==> src/rsow_pkg.sv <==
// Package of constants for the reset sequencer and oscillation-stability wait.
// Assumes a single system clock domain; no registers reached by software.
package rsow_pkg;
    // -------------------------------------------------------------------------
    // Widths and counts
    // -------------------------------------------------------------------------
    localparam int RSOW_PC_W = 11;
    localparam logic [RSOW_PC_W-1:0] RSOW_START_ADDR = 11'h000;
    localparam int RSOW_TMR_W = 8;
    localparam int RSOW_WAIT_STAGES = 256;
    localparam int RSOW_WAIT_PER_STAGE = 256;
    localparam int RSOW_WAIT_CYCLES = RSOW_WAIT_STAGES * RSOW_WAIT_PER_STAGE;
    localparam int RSOW_CNT_W = 17;
    localparam logic [RSOW_CNT_W-1:0] RSOW_CNT_ONE = 17'h00001;
    localparam logic [RSOW_CNT_W-1:0] RSOW_CNT_ZERO = 17'h00000;
    localparam logic [RSOW_TMR_W-1:0] RSOW_TMR_ZERO = 8'h00;
    localparam logic [RSOW_TMR_W-1:0] RSOW_TMR_ONE = 8'h01;

    // -------------------------------------------------------------------------
    // Sequencer states
    // -------------------------------------------------------------------------
    typedef enum logic [1:0] {
        RSOW_HOLD,
        RSOW_WAIT,
        RSOW_RUN
    } rsow_state_t;
endpackage

==> src/rsow_sequencer.sv <==
// Reset sequencer: merges the external pin, power-on, power-drop and stack
// fault resets, stops the oscillator, runs the stability wait, starts at zero.
// Assumes all inputs are synchronous to clk_in and the detectors give levels.
//
// Contract
// - A rising edge on the external reset pin starts the clock and the stability wait.
// - After any reset the core starts fetching at program address zero.
// - The stability wait lasts 256 times 256 system clocks before operation begins.
// - A stack fault reset skips the wait and resumes at address zero at once.
// - A power-on reset drives the internal reset and follows the pin reset sequence.
// - Power-on reset initialises regardless of oscillation and is followed by the timed wait.
// - The power-drop reset acts only while its software enable flag is set.
// - A detected supply drop holds reset with the oscillator halted until recovery.
// - When the supply recovers from a drop the wait runs, then execution restarts at zero.
// - The oscillator is stopped while a power-drop reset is asserted.
// - Recovery from a full collapse to zero volts is handled by the power-on path first.
`timescale 1ns/1ns
`default_nettype none
module rsow_sequencer
    import rsow_pkg::*;
#(
    parameter int WAIT_STAGE_LEN = RSOW_WAIT_PER_STAGE,
    parameter int WAIT_STAGES = RSOW_WAIT_STAGES
) (
    input wire logic clk_in,
    input wire logic srst_in,
    input wire logic reset_pin_n_in,
    input wire logic power_on_det_in,
    input wire logic power_drop_det_in,
    input wire logic power_drop_reset_enable_in,
    input wire logic stack_fault_in,
    output logic osc_enable_out,
    output logic core_reset_out,
    output logic fetch_start_out,
    output logic [RSOW_PC_W-1:0] start_addr_out,
    output logic waiting_out,
    output logic power_drop_active_out
);
    // -------------------------------------------------------------------------
    // Reset source merge
    // -------------------------------------------------------------------------
    // The drop detector only counts while software has enabled it.
    logic pin_rst;
    logic por_rst;
    logic drop_rst;
    logic hard_rst;
    assign pin_rst = !reset_pin_n_in;
    assign por_rst = power_on_det_in;
    assign drop_rst = power_drop_det_in && power_drop_reset_enable_in;
    // Power-on and a drop are ORed with equal weight; both lead to the same hold-then-wait path.
    assign hard_rst = pin_rst || por_rst || drop_rst;

    // -------------------------------------------------------------------------
    // Stability wait timer
    // -------------------------------------------------------------------------
    rsow_state_t state_q;
    rsow_state_t state_d;
    logic tmr_clear;
    logic tmr_run;
    logic tmr_done;

    rsow_wait_timer #(
        .STAGE_LEN(WAIT_STAGE_LEN),
        .STAGES(WAIT_STAGES)
    ) u_wait (
        .clk_in(clk_in),
        .srst_in(srst_in),
        .clear_in(tmr_clear),
        .run_in(tmr_run),
        .done_out(tmr_done)
    );

    // The timer is cleared while any hard source holds and on the way into
    // the wait, so every release counts the full span from zero.
    always_comb begin
        tmr_clear = 1'b0;
        tmr_run = 1'b0;
        if (hard_rst) begin
            tmr_clear = 1'b1;
        end else if (!stack_fault_in) begin
            unique case (state_q)
                RSOW_HOLD: begin
                    tmr_clear = 1'b1;
                end
                RSOW_WAIT: begin
                    tmr_run = 1'b1;
                end
                RSOW_RUN: begin
                    tmr_run = 1'b0;
                end
            endcase
        end
    end

    // -------------------------------------------------------------------------
    // Sequencer state
    // -------------------------------------------------------------------------
    always_comb begin
        state_d = state_q;
        if (hard_rst) begin
            state_d = RSOW_HOLD;
        end else if (stack_fault_in) begin
            // The clock is already stable, so no wait is needed.
            state_d = RSOW_RUN;
        end else begin
            unique case (state_q)
                RSOW_HOLD: begin
                    state_d = RSOW_WAIT;
                end
                RSOW_WAIT: begin
                    if (tmr_done) begin
                        state_d = RSOW_RUN;
                    end
                end
                RSOW_RUN: begin
                    state_d = RSOW_RUN;
                end
            endcase
        end
    end

    always_ff @(posedge clk_in) begin
        if (srst_in) begin
            state_q <= RSOW_HOLD;
        end else begin
            state_q <= state_d;
        end
    end

    // -------------------------------------------------------------------------
    // Oscillator enable
    // -------------------------------------------------------------------------
    logic osc_q;
    logic osc_d;

    always_comb begin
        osc_d = osc_q;
        if (hard_rst) begin
            // Halting the oscillator keeps the program from running wild while
            // the supply is out of range.
            osc_d = 1'b0;
        end else if (stack_fault_in) begin
            osc_d = 1'b1;
        end else begin
            unique case (state_q)
                RSOW_HOLD: begin
                    osc_d = 1'b1;
                end
                RSOW_WAIT: begin
                    osc_d = osc_q;
                end
                RSOW_RUN: begin
                    osc_d = 1'b1;
                end
            endcase
        end
    end

    always_ff @(posedge clk_in) begin
        if (srst_in) begin
            osc_q <= 1'b0;
        end else begin
            osc_q <= osc_d;
        end
    end

    // -------------------------------------------------------------------------
    // Core reset
    // -------------------------------------------------------------------------
    logic core_rst_q;
    logic core_rst_d;

    // A new hard source during the wait restarts it from zero; time already
    // counted earns no credit, which favours safety over a quick restart.
    always_comb begin
        core_rst_d = core_rst_q;
        if (hard_rst) begin
            core_rst_d = 1'b1;
        end else if (stack_fault_in) begin
            core_rst_d = 1'b0;
        end else begin
            unique case (state_q)
                RSOW_HOLD: begin
                    core_rst_d = core_rst_q;
                end
                RSOW_WAIT: begin
                    if (tmr_done) begin
                        core_rst_d = 1'b0;
                    end
                end
                RSOW_RUN: begin
                    core_rst_d = core_rst_q;
                end
            endcase
        end
    end

    always_ff @(posedge clk_in) begin
        if (srst_in) begin
            core_rst_q <= 1'b1;
        end else begin
            core_rst_q <= core_rst_d;
        end
    end

    // -------------------------------------------------------------------------
    // Fetch strobe
    // -------------------------------------------------------------------------
    logic fetch_q;
    logic fetch_d;

    // A stack fault held for several cycles repeats the strobe each cycle.
    always_comb begin
        fetch_d = 1'b0;
        if (hard_rst) begin
            fetch_d = 1'b0;
        end else if (stack_fault_in) begin
            fetch_d = 1'b1;
        end else begin
            unique case (state_q)
                RSOW_HOLD: begin
                    fetch_d = 1'b0;
                end
                RSOW_WAIT: begin
                    fetch_d = tmr_done;
                end
                RSOW_RUN: begin
                    fetch_d = 1'b0;
                end
            endcase
        end
    end

    always_ff @(posedge clk_in) begin
        if (srst_in) begin
            fetch_q <= 1'b0;
        end else begin
            fetch_q <= fetch_d;
        end
    end

    // -------------------------------------------------------------------------
    // Wait flag
    // -------------------------------------------------------------------------
    logic wait_q;
    logic wait_d;

    // Taken from the next state so that the flag rises with the oscillator.
    always_comb begin
        wait_d = (state_d == RSOW_WAIT);
    end

    always_ff @(posedge clk_in) begin
        if (srst_in) begin
            wait_q <= 1'b0;
        end else begin
            wait_q <= wait_d;
        end
    end

    // -------------------------------------------------------------------------
    // Power-drop flag
    // -------------------------------------------------------------------------
    logic drop_act_q;
    logic drop_act_d;

    always_comb begin
        drop_act_d = drop_rst;
    end

    always_ff @(posedge clk_in) begin
        if (srst_in) begin
            drop_act_q <= 1'b0;
        end else begin
            drop_act_q <= drop_act_d;
        end
    end

    // -------------------------------------------------------------------------
    // Start address
    // -------------------------------------------------------------------------
    logic [RSOW_PC_W-1:0] addr_q;
    logic [RSOW_PC_W-1:0] addr_d;

    always_comb begin
        addr_d = RSOW_START_ADDR;
    end

    always_ff @(posedge clk_in) begin
        if (srst_in) begin
            addr_q <= RSOW_START_ADDR;
        end else begin
            addr_q <= addr_d;
        end
    end

    // -------------------------------------------------------------------------
    // Outputs
    // -------------------------------------------------------------------------
    assign osc_enable_out = osc_q;
    assign core_reset_out = core_rst_q;
    assign fetch_start_out = fetch_q;
    assign start_addr_out = addr_q;
    assign waiting_out = wait_q;
    assign power_drop_active_out = drop_act_q;
endmodule
`default_nettype wire

==> src/rsow_wait_timer.sv <==
// Oscillation-stability wait timer: a 9-bit prescaler feeding a 9-bit count.
// Assumes the caller clears it while reset is held and enables it during the wait.
`timescale 1ns/1ns
`default_nettype none
module rsow_wait_timer
    import rsow_pkg::*;
#(
    parameter int STAGE_LEN = RSOW_WAIT_PER_STAGE,
    parameter int STAGES = RSOW_WAIT_STAGES
) (
    input wire logic clk_in,
    input wire logic srst_in,
    input wire logic clear_in,
    input wire logic run_in,
    output logic done_out
);
    // -------------------------------------------------------------------------
    // Prescaler and stage count
    // -------------------------------------------------------------------------
    localparam logic [RSOW_TMR_W:0] STAGE_LAST = (RSOW_TMR_W+1)'(STAGE_LEN - 1);
    localparam logic [RSOW_TMR_W:0] STAGES_LAST = (RSOW_TMR_W+1)'(STAGES - 1);
    logic [RSOW_TMR_W:0] pre_q;
    logic [RSOW_TMR_W:0] pre_d;
    logic [RSOW_TMR_W:0] stg_q;
    logic [RSOW_TMR_W:0] stg_d;
    logic done_q;
    logic done_d;

    always_comb begin
        pre_d = pre_q;
        stg_d = stg_q;
        done_d = done_q;
        if (clear_in) begin
            pre_d = '0;
            stg_d = '0;
            done_d = 1'b0;
        end else if (run_in && !done_q) begin
            if (pre_q == STAGE_LAST) begin
                pre_d = '0;
                if (stg_q == STAGES_LAST) begin
                    done_d = 1'b1;
                end else begin
                    stg_d = stg_q + 1'b1;
                end
            end else begin
                pre_d = pre_q + 1'b1;
            end
        end
    end

    always_ff @(posedge clk_in) begin
        if (srst_in) begin
            pre_q <= '0;
            stg_q <= '0;
            done_q <= 1'b0;
        end else begin
            pre_q <= pre_d;
            stg_q <= stg_d;
            done_q <= done_d;
        end
    end

    assign done_out = done_q;
endmodule
`default_nettype wire

==> config.mk <==
export PLATFORM = sky130hd
export DESIGN_NAME = rsow_sequencer
export DESIGN_NICKNAME = d
export VERILOG_FILES = /design/src/rsow_pkg.sv /design/src/rsow_sequencer.sv /design/src/rsow_wait_timer.sv
export SDC_FILE = /design/constraint.sdc
export NUM_CORES = 1
export LEC_CHECK = 0
export BUFFER_PORTS_ARGS = -buffer_cell sky130_fd_sc_hd__buf_2
export CORE_UTILIZATION = 24
export CTS_CLUSTER_SIZE = 28
export DETAILED_ROUTE_END_ITERATION = 8
export SYNTH_ARGS = -nofsm -noshare
export SYNTH_HDL_FRONTEND = slang
export SYNTH_SLANG_ARGS = --single-unit
==> constraint.sdc <==
create_clock -name clk_in -period 7.5 [get_ports clk_in]
set_clock_uncertainty 0.05 [all_clocks]
set_input_delay 0.75 -clock clk_in [delete_from_list [all_inputs] [get_ports clk_in]]
set_output_delay 0.75 -clock clk_in [all_outputs]
set_load 0.005 [all_outputs]
==> results of run 1 <==
==> logic make-up (layout without fill, tap and decap cells) <==
| kind of cell | after synthesis | count (layout) | share of synthesized area, % |
|---|---|---|---|
| DFF | 26 | 26 | 39.02 |
| buffers and inverters | 25 | 23 | 10.41 |
| AOI/OAI and AO/OA | 37 | 37 | 16.98 |
| xor gates and xnor gates | 4 | 4 | 2.626 |
| and+or+nand+nor | 55 | 55 | 24.30 |
| adders and majority gates | 6 | 6 | 5.628 |
| muxes | 1 | 1 | 0.7505 |
| other | 1 | 11 | 0.2812 |
==> placed cells by master (no fill, tap or decap), types with 5 or more instances in the layout <==
cell type and instances:
nand2_1 5, a21oi_1 14, or4_1 8, buf_2 11
dfxtp_1 26, conb_1 11, o31ai_1 6, ha_1 6
nor2_1 8, inv_1 8, nand3_1 7, o21ai_0 6
nor4_1 5
==> power groups by stage <==
stage	logic, mW	clock network, mW	registers [mW]
after detailed placement	0.00997	0	0.143
after floorplan	0.0104	0	0.143
after global routing	0.0117	0.127	0.140
after global placement	0.0100	0	0.143
final	0.0100	0.117	0.139
after CTS	0.0100	0.121	0.139
==> worst paths after layout <==
check	from	endpoint	depth (start not counted)
min	u_wait.pre_q[8]	u_wait.pre_q[8]	2
max reg2reg	u_wait.stg_q[0]	u_wait.stg_q[3]	7
min reg2reg	u_wait.pre_q[8]	u_wait.pre_q[8]	2
max	u_wait.stg_q[0]	u_wait.stg_q[3]	7
==> through the flow <==
stage               hold slack (ps)  setup WS [ps]  instances  util (%)  area, um2
detailed placement            386.8           4610        229     26.83       1405
floorplan                     365.7           5041        165         -       1371
global route                  414.0           4549        233     28.19       1476
finish                        406.3           4715        233     28.19       1476
global placement              384.5           4671        229     26.83       1405
CTS                           401.7           4706        233     28.19       1476
==> worst register-to-register path: stages (launching register included) <==
cell and delay (ps):
dfxtp_1 370, ha_1 250, and3_1 200, and3_1 170, ha_1 200, or4_1 780, or4_1 550, a21oi_1 160
==> area by class of cell <==
| type | count | area share (%) |
|---|---|---|
| multi-input combinational | 114 | 48.22 |
| inverter | 8 | 2.034 |
| clock inverter | 1 | 2.034 |
| tap | 70 | 5.932 |
| timing repair buffer | 11 | 3.729 |
| sequential | 26 | 35.25 |
| clock buffer | 3 | 2.797 |
==> routing by layer <==
layer | vias up | track usage, %
li1 | 556 | -
met1 | 484 | 11.43
met2 | 19 | 14.41
met3 | 5 | 1.557
met4 | 0 | 3.462
met5 | - | 0
==> registers in the layout, indices dropped and copies added (netlist names) <==
register               count
osc_enable_out             1
u_wait.stg_q               9
u_wait.pre_q               9
u_wait.done_out            1
state_q                    2
power_drop_active_out      1
fetch_start_out            1
waiting_out                1
core_reset_out             1
==> cells in the mapped netlist (2+ instances only) <==
| cell type | number |
|---|---|
| o21a_1 | 3 |
| o31ai_1 | 6 |
| nand4_1 | 2 |
| buf_2 | 3 |
| nor2_1 | 8 |
| nor4_1 | 5 |
| o31a_1 | 2 |
| and3_1 | 3 |
| nand4b_1 | 2 |
| or4_1 | 8 |
| nand2_1 | 5 |
| inv_1 | 8 |
| xnor2_1 | 4 |
| nand3_1 | 7 |
| a21oi_1 | 14 |
| nor3_1 | 2 |
| a31oi_1 | 2 |
| and2_1 | 4 |
| dfxtp_1 | 26 |
| ha_1 | 6 |
| or3_1 | 4 |
| buf_4 | 11 |
| o21ai_0 | 6 |
| a21o_1 | 2 |
| clkbuf_1 | 3 |
==> metrics.yaml, run 1 <==
detailed_routing:
  maxUsedRoutingLayer: "met4"
  drt_iter0_markers: 31
  vias_per_cell: 4.567
  wirelength_mm: 2.406
  m1WireLength_mm: 1.179
  wl_per_cell_um: 10.33
  drc: 0
  wl_met3_um: 66
  dr.pass1.iters: 4
  final_antenna_net_count: 0
  met2_length_mm: 1.121
  route.vias.total: 1064
global_route:
  grt_max_degree: 19
  globalRouteTotalUtil_pct: 8.812
  overflow: 0
  antenna_found_initial: 0
  grt_pass1_wl_mm: 4.333
  grt_pass1_vias: 992
clock_tree:
  clk_path_buf_depth: 2
  postCtsSetupBuffers: 0
  cts-hold-fix-buffers: 0
  clkTransAtPathRegs_ps: 100
  ctsResizeCount: 0
  cts_tree: "done"
  cts.sinks: 26
  numCtsBuffers: 3
  root_buffer: "clkbuf_8"
  clk-insertion-delay-late_ps: 280
  cts-htree-levels: 1
sta:
  fin_crit_sh_pct: 37.14
  min_period_ps: 2785
  fin_tns_setup_ps: 0
  setup_viol: 0
  final_max_slew_viol_count: 0
  worstMarginPinSlew_ps: 1152
  hold_viol: 0
  rsz0062_at_grt: "false"
  maxSlewHeadroom_pct: 21.18
  max_freq_mhz: 359.0
die:
  die_area_mm2: 0.005860
  start_util_pct: 25.47
  io_pins: 23
  core_area_mm2: 0.005238
  die_w_um: 76.55
  die_y_um: 76.55
  row_count: 26
setup_path:
  critical_path_class: "flop to flop"
  critPathTopFamily: "simple AND/OR/NAND/NOR gates"
  crit_buf_inv: 0
  crit_required_ps: 7660
  slowest_delay_ps: 780
  cp.arrival_ps: 2950
  path_max_fanout: 17
  slowest_stage: "or4_1"
  startpoint_type: "flop"
  cp_cell_sequence: "ha_1, and3_1, and3_1, ha_1, or4_1, or4_1, a21oi_1"
  reg2reg_slack_ps: 4710
  worstSetupEndpointType: "flop"
layout:
  area_growth_pct: 10.69
  multiInputGateArea_um2: 711.9
  final_nets: 177
  seq_area_um2: 520.5
  final_layout_size_suffix_gt1_share_pct: 9.202
  antenna_cells: 0
  fill_cells: 560
logic_synthesis:
  ys_ff_latch: 26
  synth.avg_cell_area_um2: 8.605
  ys_seq_area_share_pct: 39.02
  async_flop_share_pct: 0
  synthDistinctLibCells: 34
  synth_top_area_share_pct: 39.02
  syn_area_mm2: 0.001334
  synth_enable_flop_cells: 0
  yosysWarnings: 0
  ys.flop_type: "dfxtp_1"
  syn_inst: 155
  yosysTopAreaCell: "dfxtp_1"
  ys_top_cells_by_area: "dfxtp_1, buf_4, ha_1, a21oi_1, or4_1"
hold_path:
  hold_path_class: "flop to flop"
pwr:
  p_clk_share_pct: 43.9
  p_switching_mw: 0.05243
  switching_share_pct: 19.68
  p_per_area_mw_per_mm2: 180.4
  p_comb_share_pct: 3.8
  leakage_nw: 0.4871
  p_total_mw: 0.2664
  max-vdd-ir-drop_mv: 0.1006
  p_seq_share_pct: 52.3
  internal_power_mw: 0.2139
status:
  outcome: "completed"
placement:
  hpwl_mm: 1.725
  io_buffers: 11
  place.gp.congestion: 0.7931
job:
  maxCapViolations: 0
Power figures use the tool's default switching activity.
==> inputs of run 2 (changes only) <==
==> constraint.sdc (replaced) <==
create_clock -name clk_in -period 2.4 [get_ports clk_in]
set_clock_uncertainty 0.05 [all_clocks]
set_input_delay 0.24 -clock clk_in [delete_from_list [all_inputs] [get_ports clk_in]]
set_output_delay 0.24 -clock clk_in [all_outputs]
set_load 0.005 [all_outputs]
==> run 2 against run 1 <==
- die area unchanged
- final area is 16% higher
- clock power rose to 3.1 times the previous value
==> metrics.yaml, run 2 (synthesis results as in run 1) <==
die:
  core_area_mm2: 0.005238  # unchanged
  die_y_um: 76.55  # unchanged
  start_util_pct: 25.47  # unchanged
  io_pins: 23  # unchanged
  die_area_mm2: 0.005860  # unchanged
  die_w_um: 76.55  # unchanged
  row_count: 26  # unchanged
sta:
  rsz0062_at_grt: "true"  # was false
  min_period_ps: 2383  # was 2785 ps
  maxSlewHeadroom_pct: 61.07  # was 21.18%
  max_freq_mhz: 419.7  # was 359.0 MHz
  setup_viol: 0  # unchanged
  hold_slack_ps: 105.0  # was 406.3 ps
  final_max_slew_viol_count: 0  # unchanged
  hold_viol: 0  # unchanged
  worstMarginPinSlew_ps: 580.0  # was 1152 ps
  fin_tns_setup_ps: 0  # unchanged
  layout_setup_ws_ps: 17.14  # was 4715 ps
  fin_crit_sh_pct: 99.29  # was 37.14%
clock_tree:
  cts_tree: "done"  # unchanged
  cts-htree-levels: 1  # unchanged
  cts.sinks: 26  # unchanged
  clk_path_buf_depth: 2  # unchanged
  root_buffer: "clkbuf_8"  # unchanged
  cts-hold-fix-buffers: 0  # unchanged
  numCtsBuffers: 3  # unchanged
  clk-insertion-delay-late_ps: 280  # about the same
  clkTransAtPathRegs_ps: 100  # about the same
detailed_routing:
  wl_per_cell_um: 11.20  # was 10.33 um
  dr.pass1.iters: 4  # unchanged
  drc: 0  # unchanged
  route.vias.total: 1144  # was 1064
  final_antenna_net_count: 0  # unchanged
  drt_iter0_markers: 15  # was 31
  vias_per_cell: 4.558  # was 4.567
  wirelength_mm: 2.811  # was 2.406 mm
global_route:
  grt_max_degree: 19  # unchanged
  overflow: 0  # unchanged
  globalRouteTotalUtil_pct: 9.043  # was 8.812%
  antenna_found_initial: 0  # unchanged
  grt_pass1_vias: 1006  # was 992
  grt_pass1_wl_mm: 4.422  # was 4.333 mm
pwr:
  leakage_nw: 0.5849  # was 0.4871 nW
  p_total_mw: 0.8405  # was 0.2664 mW
  p_per_area_mw_per_mm2: 492.5  # was 180.4 mW/mm2
  max-vdd-ir-drop_mv: 0.2510  # was 0.1006 mV
placement:
  place.gp.congestion: 0.7388  # was 0.7931
  io_buffers: 11  # unchanged
  hpwl_mm: 1.876  # was 1.725 mm
  place_ws_ps: -54.94  # was 4610 ps
  place_area_mm2: 0.001490  # was 0.001405 mm2
  dp_cells: 240  # was 229
layout:
  fill_cells: 535  # was 560
  final_layout_size_suffix_gt1_share_pct: 30.94  # was 9.202%
  mostFrequentLayoutCells: "dfxtp_1, buf_4, buf_2, conb_1, a21oi_1"  # was dfxtp_1, a21oi_1, conb_1, buf_2
  area_growth_pct: 27.96  # was 10.69%
  final_nets: 195  # was 177
  antenna_cells: 0  # unchanged
  final_common_cell: "dfxtp_1"  # unchanged
  layoutNonFillerInstCount: 251  # was 233
  final_cell_area_mm2: 0.001707  # was 0.001476 mm2
  post-route-util_pct: 32.58  # was 28.19%
  reg.largest.list: "u_wait.pre_q x9, u_wait.stg_q x9, state_q x2"  # unchanged
status:
  outcome: "completed"  # unchanged
setup_path:
  startpoint_type: "flop"  # unchanged
  critical_path_class: "flop to flop"  # unchanged
  cp.arrival_ps: 2550  # was 2950 ps
  crit_required_ps: 2570  # was 7660 ps
  path_max_fanout: 6  # was 17
  worstSetupEndpointType: "flop"  # unchanged
  reg2reg_slack_ps: 20  # was 4710 ps
hold_path:
  hold_path_class: "input port to flop"  # was flop to flop
job:
  maxCapViolations: 0  # unchanged
==> run 2: per-layer routing <==
metal	wire (um)	global-route usage [%]	vias up
li1	-	-	597
met1	1336	12.24	528
met2	1392	14.50	17
met3	58	1.557	2
met4	23	2.885	0
met5	0	0	-
==> run 2: final timing paths <==
kind / from / cells past startpoint / end
min reg2reg: u_wait.pre_q[8] / 2 / u_wait.pre_q[8]
min: srst_in / 2 / power_drop_active_out
max reg2reg: u_wait.stg_q[0] / 8 / u_wait.stg_q[5]
max: u_wait.stg_q[0] / 8 / u_wait.stg_q[5]
==> run 2: timing repair <==
item,4_1_cts,5_1_grt
endpoints found under the hold margin,0,0
setup buffers,2,4
pin swaps,4,7
cloned,1,0
endpoints found under the setup margin,4,6
resized for setup,6,19
==> run 2: layout make-up <==
type                    instances  area [um2]  share of cell area, %
clock buffers                   3       41.29                  2.419
well taps                      70       87.58                  5.132
inverters                       8       30.03                  1.760
clock inverters                 1       30.03                  1.760
repair buffers                 29       195.2                  11.44
flip-flops and latches         26       524.3                  30.72
multi-input cells             114       798.3                  46.77
==> run 2: power by group <==
| part | internal [mW] | total (mW) | leakage, nW | switching, mW |
|---|---|---|---|---|
| registers | 0.434 | 0.436 | 0.211 | 0.00136 |
| logic | 0.0139 | 0.0367 | 0.338 | 0.0229 |
| clock network | 0.223 | 0.368 | 0.0357 | 0.145 |
==> run 2: critical path: stages (launching register included) <==
cell and delay [ps]:
dfxtp_2 330, ha_2 180, and3_4 180, and3_4 170, ha_4 150, or4_4 530
buf_6 150, or4_4 410, a21oi_2 150
==> inputs of run 3 (changes only) <==
--- a/config.mk
+++ b/config.mk
@@ -5,7 +5,7 @@
 export SDC_FILE = /design/constraint.sdc
 export NUM_CORES = 1
 export LEC_CHECK = 0
-export BUFFER_PORTS_ARGS = -buffer_cell sky130_fd_sc_hd__buf_2
+export BUFFER_PORTS_ARGS = -buffer_cell sky130_fd_sc_hd__buf_4
 export CORE_UTILIZATION = 24
 export CTS_CLUSTER_SIZE = 28
 export DETAILED_ROUTE_END_ITERATION = 8
==> run 3 against run 2 <==
- sequential share of layout area shrank 0.55 points
- non-clock buffer count shrank 2
- clock power shrank 22%
- first-iteration DRC count grew 73%
- clock-buffer cell count grew 1
- register-to-register slack is essentially flat
- utilization grew 0.60 points
- sequential cell count is the same
- via count grew 0.87%
- final area grew 1.8%
- critical endpoint is now u_wait.stg_q[8]
- largest cell class unchanged
==> metrics.yaml, run 3 (synthesis results as in run 1) <==
setup_path:
  startpoint_type: "flop"  # unchanged
  timing.rr.start: "u_wait.stg_q[1]"  # was u_wait.stg_q[0]
  crit_required_ps: 2560  # was 2570 ps
  critical_path_class: "flop to flop"  # unchanged
  path_max_fanout: 7  # was 6
  cp.arrival_ps: 2560  # was 2550 ps
  reg2reg_slack_ps: 2  # was 20 ps
  worstSetupEndpointType: "flop"  # unchanged
  crit_start: "u_wait.stg_q[1]"  # was u_wait.stg_q[0]
  endpoint: "u_wait.stg_q[8]"  # was u_wait.stg_q[5]
  worstReg2RegEnd: "u_wait.stg_q[8]"  # was u_wait.stg_q[5]
  reg2reg_depth: 8  # unchanged
layout:
  reg.largest.list: "u_wait.pre_q x9, u_wait.stg_q x9, state_q x2"  # unchanged
  final_common_cell: "buf_4"  # was dfxtp_1
  final_nets: 193  # was 195
  area_growth_pct: 30.30  # was 27.96%
  fill_cells: 536  # was 535
  final_layout_size_suffix_gt1_share_pct: 29.61  # was 30.94%
  antenna_cells: 0  # unchanged
  mostFrequentLayoutCells: "buf_4, dfxtp_1, conb_1, a21oi_1"  # was dfxtp_1, buf_4, buf_2, conb_1, a21oi_1
clock_tree:
  clkTransAtPathRegs_ps: 90  # was 100 ps
  cts-htree-levels: 1  # unchanged
  clk-insertion-delay-late_ps: 270  # was 280 ps
  root_buffer: "clkbuf_8"  # unchanged
  numCtsBuffers: 3  # unchanged
  clk_path_buf_depth: 2  # unchanged
  cts.sinks: 26  # unchanged
  cts_tree: "done"  # unchanged
status:
  outcome: "completed"  # unchanged
sta:
  maxSlewHeadroom_pct: 62.26  # was 61.07%
  hold_viol: 0  # unchanged
  max_freq_mhz: 417.0  # was 419.7 MHz
  setup_viol: 0  # unchanged
  worstMarginPinSlew_ps: 561.0  # was 580.0 ps
  final_max_slew_viol_count: 0  # unchanged
  rsz0062_at_grt: "true"  # unchanged
  layout_setup_ws_ps: 2.148  # was 17.14 ps
  fin_crit_sh_pct: 99.91  # was 99.29%
  min_period_ps: 2398  # was 2383 ps
  fin_tns_setup_ps: 0  # unchanged
detailed_routing:
  dr.pass1.iters: 4  # unchanged
  wl_per_cell_um: 11.53  # was 11.20 um
  route.vias.total: 1154  # was 1144
  final_antenna_net_count: 0  # unchanged
  wirelength_mm: 2.870  # was 2.811 mm
  drc: 0  # unchanged
  vias_per_cell: 4.635  # was 4.558
  drt_iter0_markers: 26  # was 15
pwr:
  p_total_mw: 0.7628  # was 0.8405 mW
  p_per_area_mw_per_mm2: 438.9  # was 492.5 mW/mm2
  max-vdd-ir-drop_mv: 0.2195  # was 0.2510 mV
  leakage_nw: 0.5942  # was 0.5849 nW
hold_path:
  hold_path_class: "input port to flop"  # unchanged
  whs_path_depth: 2  # unchanged
global_route:
  grt_pass1_vias: 1123  # was 1006
  grt_max_degree: 19  # unchanged
  globalRouteTotalUtil_pct: 9.954  # was 9.043%
  grt_pass1_wl_mm: 4.836  # was 4.422 mm
  antenna_found_initial: 0  # unchanged
  overflow: 0  # unchanged
die:
  io_pins: 23  # unchanged
  die_w_um: 76.55  # unchanged
  die_area_mm2: 0.005860  # unchanged
  row_count: 26  # unchanged
  core_area_mm2: 0.005238  # unchanged
  start_util_pct: 25.47  # unchanged
  die_y_um: 76.55  # unchanged
placement:
  place_ws_ps: -60.67  # was -54.94 ps
  hpwl_mm: 1.852  # was 1.876 mm
  io_buffers: 11  # unchanged
  place.gp.congestion: 0.7599  # was 0.7388
job:
  maxCapViolations: 0  # unchanged
[run 3: changes by cell type in the layout (fill, tap and decap cells not counted)]
cell | before | now
ha_2 | 2 | 1
clkbuf_8 | 3 | 4
bufinv_16 | 1 | 0
ha_4 | 1 | 2
buf_8 | 0 | 1
or4_1 | 1 | 3
buf_6 | 2 | 0
buf_4 | 15 | 25
bufbuf_16 | 0 | 1
or3_1 | 4 | 3
or3_4 | 0 | 1
buf_2 | 12 | 0
or4_4 | 7 | 5
[run 3: worst min path at each step]
stage / from / slack [ps] / to
floorplan: srst_in / 260 / power_drop_active_out
global placement: srst_in / 370 / power_drop_active_out
detailed placement: srst_in / 370 / power_drop_active_out
CTS: srst_in / 80 / power_drop_active_out
global route: srst_in / 80 / power_drop_active_out
finish: srst_in / 80 / power_drop_active_out
[run 3: repair_timing]
action	4_1_cts	5_1_grt
resized for setup	5	20
setup endpoints to repair	5	10
setup buffers	3	0
gates cloned	1	0
hold buffers	0	0
pin swaps	1	9
[run 3: worst max-delay path, cell delays in order (launching register included)]
cell and delay (ps):
dfxtp_2 340, ha_4 150, and3_4 180, and3_4 170, ha_4 160, or4_4 550, bufbuf_16 280, or3_4 320
a21oi_2 120
[run 3: layout make-up]
type / instances / area [um2] / area share, %
Clock buffer: 4 / 55.05 / 3.168
Tap cell: 70 / 87.58 / 5.040
Multi-Input combinational cell: 114 / 805.8 / 46.36
Timing Repair Buffer: 27 / 235.2 / 13.53
Sequential cell: 26 / 524.3 / 30.17
Inverter: 8 / 30.03 / 1.728
[run 3: power by group]
group / internal (mW) / switching (mW) / total (mW)
logic: 0.0183 / 0.0224 / 0.0406
clock network: 0.147 / 0.139 / 0.286
registers: 0.434 / 0.00164 / 0.436
total: 0.599 / 0.163 / 0.763
[run 3: metrics by stage]
stage	utilization [%]	instances	hold slack (ps)	instance area [um2]
5_1_grt	33.18	249	81.62	1738
4_1_cts	31.53	249	76.90	1652
2_1_floorplan	-	165	261.6	1374
6_report	33.18	249	81.13	1738
3_3_place_gp	29.12	241	368.4	1525
3_5_place_dp	29.12	241	371.2	1525
[run 3: metal layers]
layer  vias up  global-route usage (%)  wire, um
met5         -                       0         0
met4         0                   2.885        28
met3         5                   1.437        69
met2        21                   17.57      1418
met1       538                   12.45      1354
li1        590                       -         -
